===== config.mk =====
export PLATFORM = sky130hd
export DESIGN_NAME = esm_eeprom_serial_master
export DESIGN_NICKNAME = d
export VERILOG_FILES = /design/src/esm_pkg.sv /design/src/esm_fifo.sv /design/src/esm_eeprom_serial_master.sv
export VERILOG_INCLUDE_DIRS = /design/src
export SDC_FILE = /design/constraint.sdc
export NUM_CORES = 1
export LEC_CHECK = 0
export BUFFER_PORTS_ARGS = -buffer_cell sky130_fd_sc_hd__buf_2
export CORE_MARGIN = 3
export CORE_UTILIZATION = 30
export DETAILED_ROUTE_END_ITERATION = 8
export HOLD_SLACK_MARGIN = 0.06
export PLACE_DENSITY = 0.57
export SYNTH_ARGS = -nofsm -noshare
export SYNTH_HDL_FRONTEND = slang
export SYNTH_SLANG_ARGS = --single-unit

===== constraint.sdc =====
create_clock -name REF_CLK -period 7.81 [get_ports REF_CLK]
set_clock_uncertainty 0.15 [all_clocks]
set_input_delay 0.781 -clock REF_CLK [delete_from_list [all_inputs] [get_ports REF_CLK]]
set_output_delay 0.781 -clock REF_CLK [all_outputs]
set_load 0.02 [all_outputs]

===== src/esm_params.svh =====
// esm_params.svh: command codes, field positions, reset values and timing for the eeprom serial master
// assumes it is included by bare name from the design files
`ifndef ESM_PARAMS_SVH
`define ESM_PARAMS_SVH
`define ESM_CLK_HZ 10000000
`define ESM_TW_SCK_HZ 78000
`define ESM_3W_SCK_HZ 500000
`define ESM_CMD_NOP 4'h0
`define ESM_CMD_RX_ACK 4'h2
`define ESM_CMD_TX 4'h3
`define ESM_CMD_STOP 4'h5
`define ESM_CMD_RX_LAST 4'h6
`define ESM_CMD_START 4'h9
`define ESM_PINSEL_TWO 2'h1
`define ESM_PINSEL_THREE 2'h3
`define ESM_BIT_WFR 7
`define ESM_BIT_HIZ 5
`define ESM_BIT_RD 4
`define ESM_CNT_MAX 4'h8
`define ESM_ACK_N_RST 1'b1
`define ESM_SCK_RST 1'b1
`define ESM_FIFO_DEPTH 2
`endif


===== src/esm_pkg.sv =====
// esm_pkg: state and register types of the eeprom serial master
// assumes nothing beyond a SystemVerilog compiler
package esm_pkg;
   typedef enum logic [2:0] {ST_IDLE, ST_START, ST_STOP, ST_BYTE, ST_TW, ST_WAIT} esm_state_e;
   typedef struct packed {
      esm_state_e state;
      logic busy;
      logic error;
      logic rx_ack_n;
      logic tx_ack_n;
      logic clk_run;
      logic sck;
      logic sd_out;
      logic sd_oe;
      logic irq;
      logic [1:0] step;
      logic [3:0] bit_idx;
      logic [7:0] div;
      logic [7:0] sh;
      logic [7:0] data_buf;
      logic [7:0] cmd;
      logic [7:0] ctrl_rd;
   } esm_regs_s;
endpackage : esm_pkg


===== src/esm_fifo.sv =====
// esm_fifo: small buffer with valid and ready on both sides
// assumes one clock and a synchronous active-high reset; DEPTH is a power of two
`timescale 1ns/1ps
`default_nettype none
`include "esm_params.svh"
module esm_fifo #(
   parameter int unsigned WIDTH = 8,
   parameter int unsigned DEPTH = `ESM_FIFO_DEPTH
)(
   // clock and reset
   input wire logic clk,
   input wire logic rst,
   // fill side
   input wire logic in_valid,
   output logic in_ready,
   input wire logic [WIDTH-1:0] in_data,
   // drain side
   output logic out_valid,
   input wire logic out_ready,
   output logic [WIDTH-1:0] out_data
);
   localparam int unsigned AW = (DEPTH > 1) ? $clog2(DEPTH) : 1;
   logic [WIDTH-1:0] mem_reg [DEPTH];
   logic [AW-1:0] wr_ptr_reg;
   logic [AW-1:0] rd_ptr_reg;
   logic [AW:0] count_reg;
   wire push = in_valid && in_ready;
   wire pop = out_valid && out_ready;
   assign in_ready = (count_reg != (AW+1)'(DEPTH));
   assign out_valid = (count_reg != '0);
   assign out_data = mem_reg[rd_ptr_reg];
   genvar gi;
   generate
      for (gi = 0; gi < DEPTH; gi++)
      begin : g_slot
         always_ff @(posedge clk)
         begin
            if (push && (wr_ptr_reg == AW'(gi)))
               mem_reg[gi] <= in_data;
         end
      end
   endgenerate
   always_ff @(posedge clk)
   begin
      if (rst)
      begin
         wr_ptr_reg <= '0;
         rd_ptr_reg <= '0;
         count_reg <= '0;
      end
      else
      begin
         if (push)
            wr_ptr_reg <= AW'(wr_ptr_reg + 1'b1);
         if (pop)
            rd_ptr_reg <= AW'(rd_ptr_reg + 1'b1);
         if (push && !pop)
            count_reg <= (AW+1)'(count_reg + 1'b1);
         else if (pop && !push)
            count_reg <= (AW+1)'(count_reg - 1'b1);
      end
   end
endmodule : esm_fifo
`default_nettype wire


===== src/esm_eeprom_serial_master.sv =====
// esm_eeprom_serial_master: two-wire and three-wire serial master for an external eeprom
// assumes a 10 MHz REF_CLK, an outside pull-up on the data pin and pin muxing outside
`timescale 1ns/1ps
`default_nettype none
`include "esm_params.svh"
//
// Function
// - two-wire mode drives pins four and five
// - data then transmit code launches byte
// - busy during operation, interrupt on fall
// - received byte left in data buffer
// - 78kHz clock, held high when stopped
// - error bit7, busy bit6, reset zero
// - ack bits 5,4 active low, reset one
// - no-op, start and stop stop clock; a finished byte leaves it toggling
// - receive with ack, last without ack
// - start and stop conditions generated
// - illegal code sets error, no operation
// - select value 3 gives 500kHz three-wire
// - three-wire write launches up to 8 bits
// - count bits, msb first, read right-justified
// - float bit and read bit select
// - wait for data rise before busy falls, with wait and float bits both set
// - zero count: no clocks, line obeys float
module esm_eeprom_serial_master
   import esm_pkg::*;
#(
   parameter int unsigned CLK_HZ = `ESM_CLK_HZ,
   parameter int unsigned TW_HZ = `ESM_TW_SCK_HZ,
   parameter int unsigned W3_HZ = `ESM_3W_SCK_HZ,
   parameter int unsigned FIFO_DEPTH = `ESM_FIFO_DEPTH
)(
   // clock, reset, enable
   input wire logic REF_CLK,
   input wire logic RST,
   input wire logic CE,
   // pin function selection
   input wire logic [1:0] PIN_FUNC_SEL,
   // control and status register
   input wire logic CTRL_WR,
   input wire logic [7:0] CTRL_WDATA,
   output logic [7:0] CTRL_RDATA,
   // serial data buffer
   input wire logic DATA_WR,
   input wire logic [7:0] DATA_WDATA,
   output logic DATA_WR_RDY,
   output logic [7:0] DATA_RDATA,
   // pins
   output logic GEN_PIN_FOUR_OUT,
   output logic GEN_PIN_FOUR_OE,
   input wire logic GEN_PIN_FIVE_IN,
   output logic GEN_PIN_FIVE_OUT,
   output logic GEN_PIN_FIVE_OE,
   // completion event
   output logic EXT_SERIAL_INT
);
   localparam logic [7:0] TW_RELOAD = 8'(CLK_HZ / (2 * TW_HZ) - 1);
   localparam logic [7:0] W3_RELOAD = 8'(CLK_HZ / (2 * W3_HZ) - 1);

   function automatic logic cmd_legal(input logic [3:0] c);
      cmd_legal = (c == `ESM_CMD_NOP) || (c == `ESM_CMD_RX_ACK) || (c == `ESM_CMD_TX) ||
                  (c == `ESM_CMD_STOP) || (c == `ESM_CMD_RX_LAST) || (c == `ESM_CMD_START);
   endfunction : cmd_legal

   esm_regs_s r_reg;
   esm_regs_s r_next;
   logic sd_s1_reg;
   logic sd_s2_reg;
   logic sd_s3_reg;
   logic sd_filt_reg;
   logic fifo_valid;
   logic [7:0] fifo_data;
   logic pop;

   // pin input passes three flops; a change counts once the last two agree
   wire sd_filt_next = (sd_s2_reg == sd_s3_reg) ? sd_s2_reg : sd_filt_reg;
   wire sda = sd_filt_reg;
   wire sda_rise = sd_filt_next && !sd_filt_reg;
   wire mode_two = (PIN_FUNC_SEL == `ESM_PINSEL_TWO);
   wire mode_three = (PIN_FUNC_SEL == `ESM_PINSEL_THREE);
   wire mode_on = mode_two || mode_three;
   wire take = CTRL_WR && !r_reg.busy;
   wire [3:0] wcmd = CTRL_WDATA[3:0];
   wire tick = (r_reg.div == 8'h00);
   wire [7:0] src = fifo_valid ? fifo_data : r_reg.data_buf;
   wire is_tx = (r_reg.cmd[3:0] == `ESM_CMD_TX);
   wire rx_with_ack = (r_reg.cmd[3:0] == `ESM_CMD_RX_ACK);
   wire tw_rd = r_reg.cmd[`ESM_BIT_RD];
   wire tw_hiz = r_reg.cmd[`ESM_BIT_HIZ];
   wire tw_wfr = r_reg.cmd[`ESM_BIT_WFR] && tw_hiz;
   wire [3:0] tw_cnt = (r_reg.cmd[3:0] > `ESM_CNT_MAX) ? `ESM_CNT_MAX : r_reg.cmd[3:0];
   wire [3:0] idx_inc = 4'(r_reg.bit_idx + 4'h1);

   assign GEN_PIN_FOUR_OUT = r_reg.sck;
   assign GEN_PIN_FOUR_OE = mode_on;
   assign GEN_PIN_FIVE_OUT = r_reg.sd_out;
   assign GEN_PIN_FIVE_OE = mode_on && r_reg.sd_oe;
   assign CTRL_RDATA = r_reg.ctrl_rd;
   assign DATA_RDATA = r_reg.data_buf;
   assign EXT_SERIAL_INT = r_reg.irq;

   // writes queue here; the queue only drains when a command takes its byte
   esm_fifo #(.WIDTH(8), .DEPTH(FIFO_DEPTH)) u_fifo (
      .clk(REF_CLK),
      .rst(RST),
      .in_valid(DATA_WR && CE),
      .in_ready(DATA_WR_RDY),
      .in_data(DATA_WDATA),
      .out_valid(fifo_valid),
      .out_ready(pop && CE),
      .out_data(fifo_data)
   );

   always_comb
   begin
      r_next = r_reg;
      pop = 1'b0;
      r_next.irq = 1'b0;
      r_next.div = tick ? (mode_three ? W3_RELOAD : TW_RELOAD) : 8'(r_reg.div - 8'h01);
      if (take && mode_on)
      begin
         r_next.cmd = CTRL_WDATA;
         r_next.div = mode_three ? W3_RELOAD : TW_RELOAD;
         r_next.bit_idx = 4'h0;
         r_next.step = 2'h0;
      end
      if (take && mode_three)
      begin
         r_next.state = ST_TW;
         r_next.busy = 1'b1;
         r_next.sck = 1'b0;
         r_next.sh = CTRL_WDATA[`ESM_BIT_RD] ? 8'h00 : src;
         r_next.data_buf = src;
         pop = fifo_valid && !CTRL_WDATA[`ESM_BIT_RD];
         if (CTRL_WDATA[3:0] != 4'h0)
         begin
            r_next.sd_oe = !CTRL_WDATA[`ESM_BIT_RD];
            r_next.sd_out = src[7];
         end
      end
      else if (take && mode_two)
      begin
         r_next.error = !cmd_legal(wcmd);
         case (wcmd)
            `ESM_CMD_NOP:
            begin
               r_next.clk_run = 1'b0;
               r_next.sck = 1'b1;
            end
            `ESM_CMD_START, `ESM_CMD_STOP:
            begin
               r_next.state = (wcmd == `ESM_CMD_START) ? ST_START : ST_STOP;
               r_next.busy = 1'b1;
               r_next.clk_run = 1'b0;
            end
            `ESM_CMD_TX:
            begin
               r_next.state = ST_BYTE;
               r_next.busy = 1'b1;
               r_next.sh = src;
               r_next.data_buf = src;
               pop = fifo_valid;
            end
            `ESM_CMD_RX_ACK, `ESM_CMD_RX_LAST:
            begin
               r_next.state = ST_BYTE;
               r_next.busy = 1'b1;
               r_next.sh = 8'h00;
            end
            default:
            begin
               r_next.state = r_reg.state;
            end
         endcase
      end
      else
      begin
         case (r_reg.state)
            ST_IDLE:
            begin
               if (mode_two && !r_reg.clk_run)
                  r_next.sck = 1'b1;
               else if (mode_two && tick)
               begin
                  r_next.sck = !r_reg.sck;
                  if (r_reg.sck)
                     r_next.sd_oe = 1'b0;
               end
               else if (mode_three)
                  r_next.sck = 1'b0;
            end
            ST_START:
            begin
               if (tick)
               begin
                  r_next.step = 2'(r_reg.step + 2'h1);
                  r_next.sck = 1'b1;
                  r_next.sd_out = 1'b0;
                  r_next.sd_oe = (r_reg.step != 2'h0);
                  if (r_reg.step != 2'h0)
                  begin
                     r_next.state = ST_IDLE;
                     r_next.busy = 1'b0;
                  end
               end
            end
            ST_STOP:
            begin
               // clock falls first, so pulling data low never forms a start
               if (tick)
               begin
                  r_next.step = 2'(r_reg.step + 2'h1);
                  r_next.sck = (r_reg.step >= 2'h2);
                  r_next.sd_out = 1'b0;
                  if (r_reg.step == 2'h1)
                     r_next.sd_oe = 1'b1;
                  if (r_reg.step == 2'h3)
                  begin
                     r_next.sd_oe = 1'b0;
                     r_next.state = ST_IDLE;
                     r_next.busy = 1'b0;
                  end
               end
            end
            ST_BYTE:
            begin
               if (tick && r_reg.sck)
               begin
                  r_next.sck = 1'b0;
                  r_next.sd_out = 1'b0;
                  if (r_reg.bit_idx == 4'h8)
                     r_next.sd_oe = !is_tx && rx_with_ack;
                  else
                     r_next.sd_oe = is_tx && !r_reg.sh[7];
               end
               else if (tick)
               begin
                  r_next.sck = 1'b1;
                  r_next.bit_idx = idx_inc;
                  r_next.sh = {r_reg.sh[6:0], is_tx ? 1'b0 : sda};
                  if (r_reg.bit_idx == 4'h8)
                  begin
                     r_next.sh = r_reg.sh;
                     if (is_tx)
                        r_next.rx_ack_n = sda;
                     else
                        r_next.tx_ack_n = !rx_with_ack;
                     if (!is_tx)
                        r_next.data_buf = r_reg.sh;
                     r_next.state = ST_IDLE;
                     r_next.busy = 1'b0;
                     r_next.clk_run = 1'b1;
                  end
               end
            end
            ST_TW:
            begin
               if (tw_cnt == 4'h0)
               begin
                  r_next.sd_oe = !tw_hiz;
                  r_next.state = tw_wfr ? ST_WAIT : ST_IDLE;
                  r_next.busy = tw_wfr;
               end
               else if (tick && !r_reg.sck)
               begin
                  r_next.sck = 1'b1;
                  r_next.sh = {r_reg.sh[6:0], tw_rd ? sda : 1'b0};
                  r_next.bit_idx = idx_inc;
                  if ((idx_inc == tw_cnt) && tw_hiz)
                     r_next.sd_oe = 1'b0;
               end
               else if (tick)
               begin
                  r_next.sck = 1'b0;
                  if (r_reg.bit_idx == tw_cnt)
                  begin
                     if (tw_rd)
                        r_next.data_buf = r_reg.sh;
                     r_next.state = tw_wfr ? ST_WAIT : ST_IDLE;
                     r_next.busy = tw_wfr;
                  end
                  else if (!tw_rd)
                     r_next.sd_out = r_reg.sh[7];
               end
            end
            ST_WAIT:
            begin
               if (sda_rise)
               begin
                  r_next.state = ST_IDLE;
                  r_next.busy = 1'b0;
               end
            end
            default:
            begin
               r_next.state = ST_IDLE;
               r_next.busy = 1'b0;
            end
         endcase
      end
      r_next.irq = r_reg.busy && !r_next.busy;
      r_next.ctrl_rd = mode_three ? {r_next.cmd[7], r_next.busy, r_next.cmd[5:0]} :
                       {r_next.error, r_next.busy, r_next.rx_ack_n, r_next.tx_ack_n, r_next.cmd[3:0]};
   end

   always_ff @(posedge REF_CLK)
   begin
      if (RST)
      begin
         r_reg <= '0;
         r_reg.state <= ST_IDLE;
         r_reg.rx_ack_n <= `ESM_ACK_N_RST;
         r_reg.tx_ack_n <= `ESM_ACK_N_RST;
         r_reg.sck <= `ESM_SCK_RST;
         r_reg.ctrl_rd <= {2'b00, `ESM_ACK_N_RST, `ESM_ACK_N_RST, 4'h0};
      end
      else if (CE)
         r_reg <= r_next;
   end

   always_ff @(posedge REF_CLK)
   begin
      if (RST)
      begin
         sd_s1_reg <= 1'b1;
         sd_s2_reg <= 1'b1;
         sd_s3_reg <= 1'b1;
         sd_filt_reg <= 1'b1;
      end
      else if (CE)
      begin
         sd_s1_reg <= GEN_PIN_FIVE_IN;
         sd_s2_reg <= sd_s1_reg;
         sd_s3_reg <= sd_s2_reg;
         sd_filt_reg <= sd_filt_next;
      end
   end
endmodule : esm_eeprom_serial_master
`default_nettype wire


== Yosys cells after proc, flatten, opt, wreduce, memory -nomap -nowiden ==
Memories as Yosys holds them, arrays and structs flattened. A register that Yosys moved wholly into a read port is not among the register bits.
Index checks and enable logic that the tools add are counted.
Word-level totals
  flip-flop bits (word level): 66
  RAM bits: 16
  input bits: 24
  output and inout port bits: 22
  logic and storage cells: 286
  memories kept: 1
Operators by class
  add/sub/neg operators: 7
  $lt $le $gt $ge: 2
  equal/unequal tests: 66
  muxes and demuxes: 110
  bitwise logic cells: 2
  reductions and logical operators: 73
Memories
  u_fifo.mem_reg: words 2, width 8, rd ports 1, clocked after Yosys merged registers in 1, wr ports 1, RTL line esm_fifo.sv:23  | logic [WIDTH-1:0] mem_reg [DEPTH];
Operators with widths (number)
  2-to-1 mux 8 bit: 13
  2-to-1 mux 16 bit: 6
  2-to-1 mux 4 bit: 22
  inequality test 4 bit (second input constant): 19
  2-to-1 mux 1 bit: 37
  inequality test 3 bit (second input constant): 12
  case mux 16 bit (2 select lines): 1
  2-to-1 mux 2 bit: 13
  inequality test 5 bit (second input constant): 5
  logical AND 1 bit: 24
  case mux 4 bit (6 select lines): 1
  AND reduction 12 bit: 2
  2-to-1 mux 3 bit: 7
  2-to-1 mux 6 bit: 3
  == test 4 x 2 -> 1 bit (second input constant): 4
  case mux 8 bit (2 select lines): 1
  2-to-1 mux 14 bit: 1
  AND reduction 14 bit: 1
  zero test 1 bit: 13
  AND reduction 13 bit: 1
  case mux 1 bit (5 select lines): 2
  AND reduction 9 bit: 1
  == test 4 x 3 -> 1 bit (second input constant): 2
  == test 4 bit: 2
  other kinds (41): 67

== Longest topological paths before layout ==
  depth in word-level cells: 12
  mapped depth: 10
  gate-level depth less buffers: 8

== By module ==
Synthesis repeated with hierarchy kept, for this count alone.
Second synthesis, totals
  cell total of the unflattened synthesis: 550
  area, all modules: 4773.3 um2
By module, submodules not included
  esm_eeprom_serial_master: times used 1, cells each 501, area each 3967.6 um2, seq. area each 1121.1 um2
  esm_fifo: times used 1, cells each 49, area each 805.8 um2, seq. area each 580.6 um2

== Least setup slack after synthesis ==
No wires, ideal clock.
  path kind: reg2reg
  from: register r_reg[32] (netlist name)
  to: register r_reg[56] (netlist name)
  library setup time: 70 ps
  arrival: 2530 ps
  slack: 5059 ps
  stages on the path, launching flop included: 9
  buffers on the path: 0
  period minus slack after synthesis: 2751 ps
  path through: dfxtp_1 > inv_1 > ha_1 > or4b_4 > or4_4 > a32oi_1 > nand3_2 > or4_1 > a21oi_1
Between the ends
  cells in the longest elaborated chain, start to end: 4
  elaborated cells on any way between the ends: 10
  classes of those cells: 6 x eq/ne; 4 x reduce/logical
RTL lines
  from (decl): RTL line esm_eeprom_serial_master.sv:65  | esm_regs_s r_reg;
  from (signal assigned): RTL line esm_eeprom_serial_master.sv:318  | r_reg <= r_next;
  zero test 8 bit *: RTL line esm_eeprom_serial_master.sv:84  | wire tick = (r_reg.div == 8'h00);
  logical AND 1 bit, on equally long branches: RTL line esm_eeprom_serial_master.sv:264, esm_eeprom_serial_master.sv:227
  inequality test 5 bit (no line) or inequality test 4 bit (tied branches)
  AND reduction 14 bit (no line) *
Mark *: on every way between the ends. The rest lies on a longest branch, timed or not.
A chain may end at the register's enable or synchronous reset.

== Worst setup path after layout ==
  from: register r_reg[32] (netlist name)
  to: register r_reg, in the netlist DATA_RDATA[6]
Between the ends
  cells in the longest elaborated chain, start to end: 4
  elaborated cells on any way between the ends: 8
  classes of those cells: 4 x eq/ne; 4 x reduce/logical
RTL lines (RTL line)
  zero test 8 bit *: esm_eeprom_serial_master.sv:84
  logical AND 1 bit, on equally long branches: esm_eeprom_serial_master.sv:264, esm_eeprom_serial_master.sv:227
  inequality test 4 bit (no line)
  AND reduction 12 bit (no line) *
Marked as above.

==> metrics.txt <==
drt total wl 13000 um; hold path cells 2; Fin Setup TNS 0 ps; Post-CTS Resized 0; drt wl/cell 17.0 um; Synthesis Warnings 0; layout cells sized above 1 0.130; Core Region 14800 um^2; Top Ports 46; max reg flops 37; row count 44; Total GRT Usage 0.155; syn_nets 608; HP Class register to register; worst-margin pin slew 1110 ps; CP max-delay cell nor4b_1; dpl hpwl 9140 um; r2r startpoint r_reg[32]$_SDFFE_PP0P_; outcome finished, final reports clean; final hold vios 0; Tmin final 3240 ps; Seq/Total Area, Yosys 0.367; first-pass GRT wire length 21000 um; unrepaired setup endpoints after global routing false; clock sink count 77; Syn Std Cell Area 4640 um^2; total power draw 1.05 mW; drt drc 0; pwr/cell area 204 nW/um^2; Post-Syn Instances 576; delay of the slowest critical-path stage 690 ps; TritonCTS clock tree done; crit end category register; final worst-path cycle share 0.415; Die Height 130 um; Reg2Reg Depth 8; die area 17000 um^2; CTS Buf Count 9; cts hold-fix bufs 0; GRT overflow 0; Clock Latency Late Sink 340 ps; First DRT Iteration DRCs 306; Max-Cap Viols 0; startpoint types register; largest net degree at the start of global routing 56; area leader, netlist dfxtp_1; setup slack at placement 4290 ps; initial core utilization 0.313; GPL Wtd Cong 0.915; vias in the first global route 4042; Layout Nets 611; Cell variety after synth 68; number of enable flip-flop cells after synthesis 16; FFs w/ async S/R, synth 0; chip width 130 um; Seq cells post-synth 77; DR vias 4251; Critical Path RT 7890 ps; diode count 0; VDD IR-drop max 0.0902 mV; clock tree buffer depth 2; # setup viols final 0; CP Cell Sequence inv_1 -> ha_1 -> nor4b_1 -> and3_1 -> o2111ai_1 -> a211oi_4 -> o211ai_1 -> o211a_1; synth top area cells dfxtp_1, edfxtp_1, a21oi_1, nor2_1, nand2_1; FILL cells 1539; antenna viol nets, final 0; CP Launch Point r_reg[32]$_SDFFE_PP0P_; Worst Path Max Fanout 16; CTS clk-pin slew, worst paths 60 ps; Yosys top cell area share 0.263; H-tree levels 3; Primary FF master, synth dfxtp_1; min-delay src EXT_SERIAL_INT$_SDFFE_PP0P_; DR pass1 iterations 4; setup repair bufs after CTS 0; Slew Viols, Final 0; synthesis-to-finish area growth 10.7%; final setup margin 4570 ps; Setup CP Type register to register; P_leak 1.83 nW; Avg Inst Size Synth 8.05 um^2; worst slew margin relative to its limit 0.254; r2r setup slk 4570 ps; Root Buffer clkbuf_16; IO Port Bufs 44; WHS Endpoint EXT_SERIAL_INT$_SDFFE_PP0P_; r2r endpoint DATA_RDATA[6]$_SDFFE_PP0P_; via/cell ratio 5.54; arrival time at the worst endpoint 3330 ps; initial antenna violation count 0; fmax 308 MHz
synth_stat cells (all sizes together) (5+ instances only):
cell type,instances
nor2,72
a21oi,63
nand2,63
dfxtp,61
clkbuf,35
o21ai,32
buf,22
a211oi,19
edfxtp,16
mux2i,15
inv,12
nand3,12
nor3,12
o211ai,11
xor2,9
ha,8
nand2b,7
nand3b,7
a311oi,5
a31oi,5
nor2b,5
nor4,5
layout by cell type, fill, tap and decap left out, types with 4 or more instances in the layout:
cell and instances:
edfxtp_1 16, buf_2 44, a22oi_1 4, nand2_1 63, dfxtp_1 61, nor3_1 11
a211oi_1 18, clkbuf_16 9, o211ai_1 10, o21ai_0 32, mux2i_1 15, ha_1 8
xor2_1 9, inv_1 12, nand3b_1 7, nor2_1 72, nand3_1 11, nor2b_1 5
buf_4 5, a311oi_1 5, a31oi_1 5, or3_1 4, and3b_1 4, xnor2_1 4
nand2b_1 7, a21oi_1 63, nor4_1 5, o2111ai_1 4
report_power, final:
part / total (mW) / switching, mW / internal (mW)
sequential: 0.452 / 0.0245 / 0.427
clock: 0.405 / 0.183 / 0.223
combinational: 0.188 / 0.122 / 0.0663
total: 1.05 / 0.329 / 0.717
routing by layer:
| metal | GRT usage | up-vias | wire length, um |
|---|---|---|---|
| met5 | 0 | - | 0 |
| met4 | 0.0611 | 0 | 272 |
| met1 | 0.218 | 1992 | 6040 |
| li1 | - | 2074 | - |
| met3 | 0.0262 | 24 | 949 |
| met2 | 0.239 | 161 | 5770 |
cell families (layout without fill, tap and decap cells):
family | Yosys count | after routing | synth area share
AO/OA/AOI/OAI | 172 | 172 | 0.238
XOR/XNOR | 14 | 14 | 0.0294
adder cells (fa/ha/maj) | 10 | 10 | 0.0259
buffers and inverters | 71 | 79 | 0.0728
flip-flops | 77 | 77 | 0.367
multiplexers | 16 | 16 | 0.0348
AND/OR/NAND/NOR | 216 | 216 | 0.232
layout make-up:
class                           instances  area (um^2)  area share
Tap cell                              184          230      0.0448
Multi-Input combinational cell        428         2600       0.506
Timing Repair Buffer                   49          258      0.0502
Inverter                               14         52.6      0.0102
Clock buffer                            9          225      0.0439
Clock inverter                          7         68.8      0.0134
Sequential cell                        77         1700       0.331
stage by stage:
step	cell area (um^2)	std cells	util	hold slack (ps)
floorplan	4640	576	-	280
global placement	4840	752	0.327	303
finish	5130	768	0.347	322
global route	5130	768	0.347	341
detailed placement	4840	752	0.327	312
CTS	5130	768	0.347	325
worst max-delay path, delay by kind of cell, from the launching register on:
kind	cells	cell delay, ps
fa+ha+maj	1	210
simple gates	2	1160
buf+inv	1	70
compound gates	4	1220
flops	1	330
worst max path at each step:
stage | endpoint | slack [ps] | depth (start not counted)
2_1_floorplan | r_reg[56]$_SDFFE_PP0P_ | 5060 | 8
3_3_place_gp | r_reg[47]$_SDFFE_PP0P_ | 4250 | 6
3_5_place_dp | r_reg[47]$_SDFFE_PP0P_ | 4290 | 6
4_1_cts | r_reg[47]$_SDFFE_PP0P_ | 4630 | 6
5_1_grt | r_reg[47]$_SDFFE_PP0P_ | 4390 | 6
6_report | DATA_RDATA[6]$_SDFFE_PP0P_ | 4570 | 8
No activity file was read; power rests on OpenSTA's default activity.
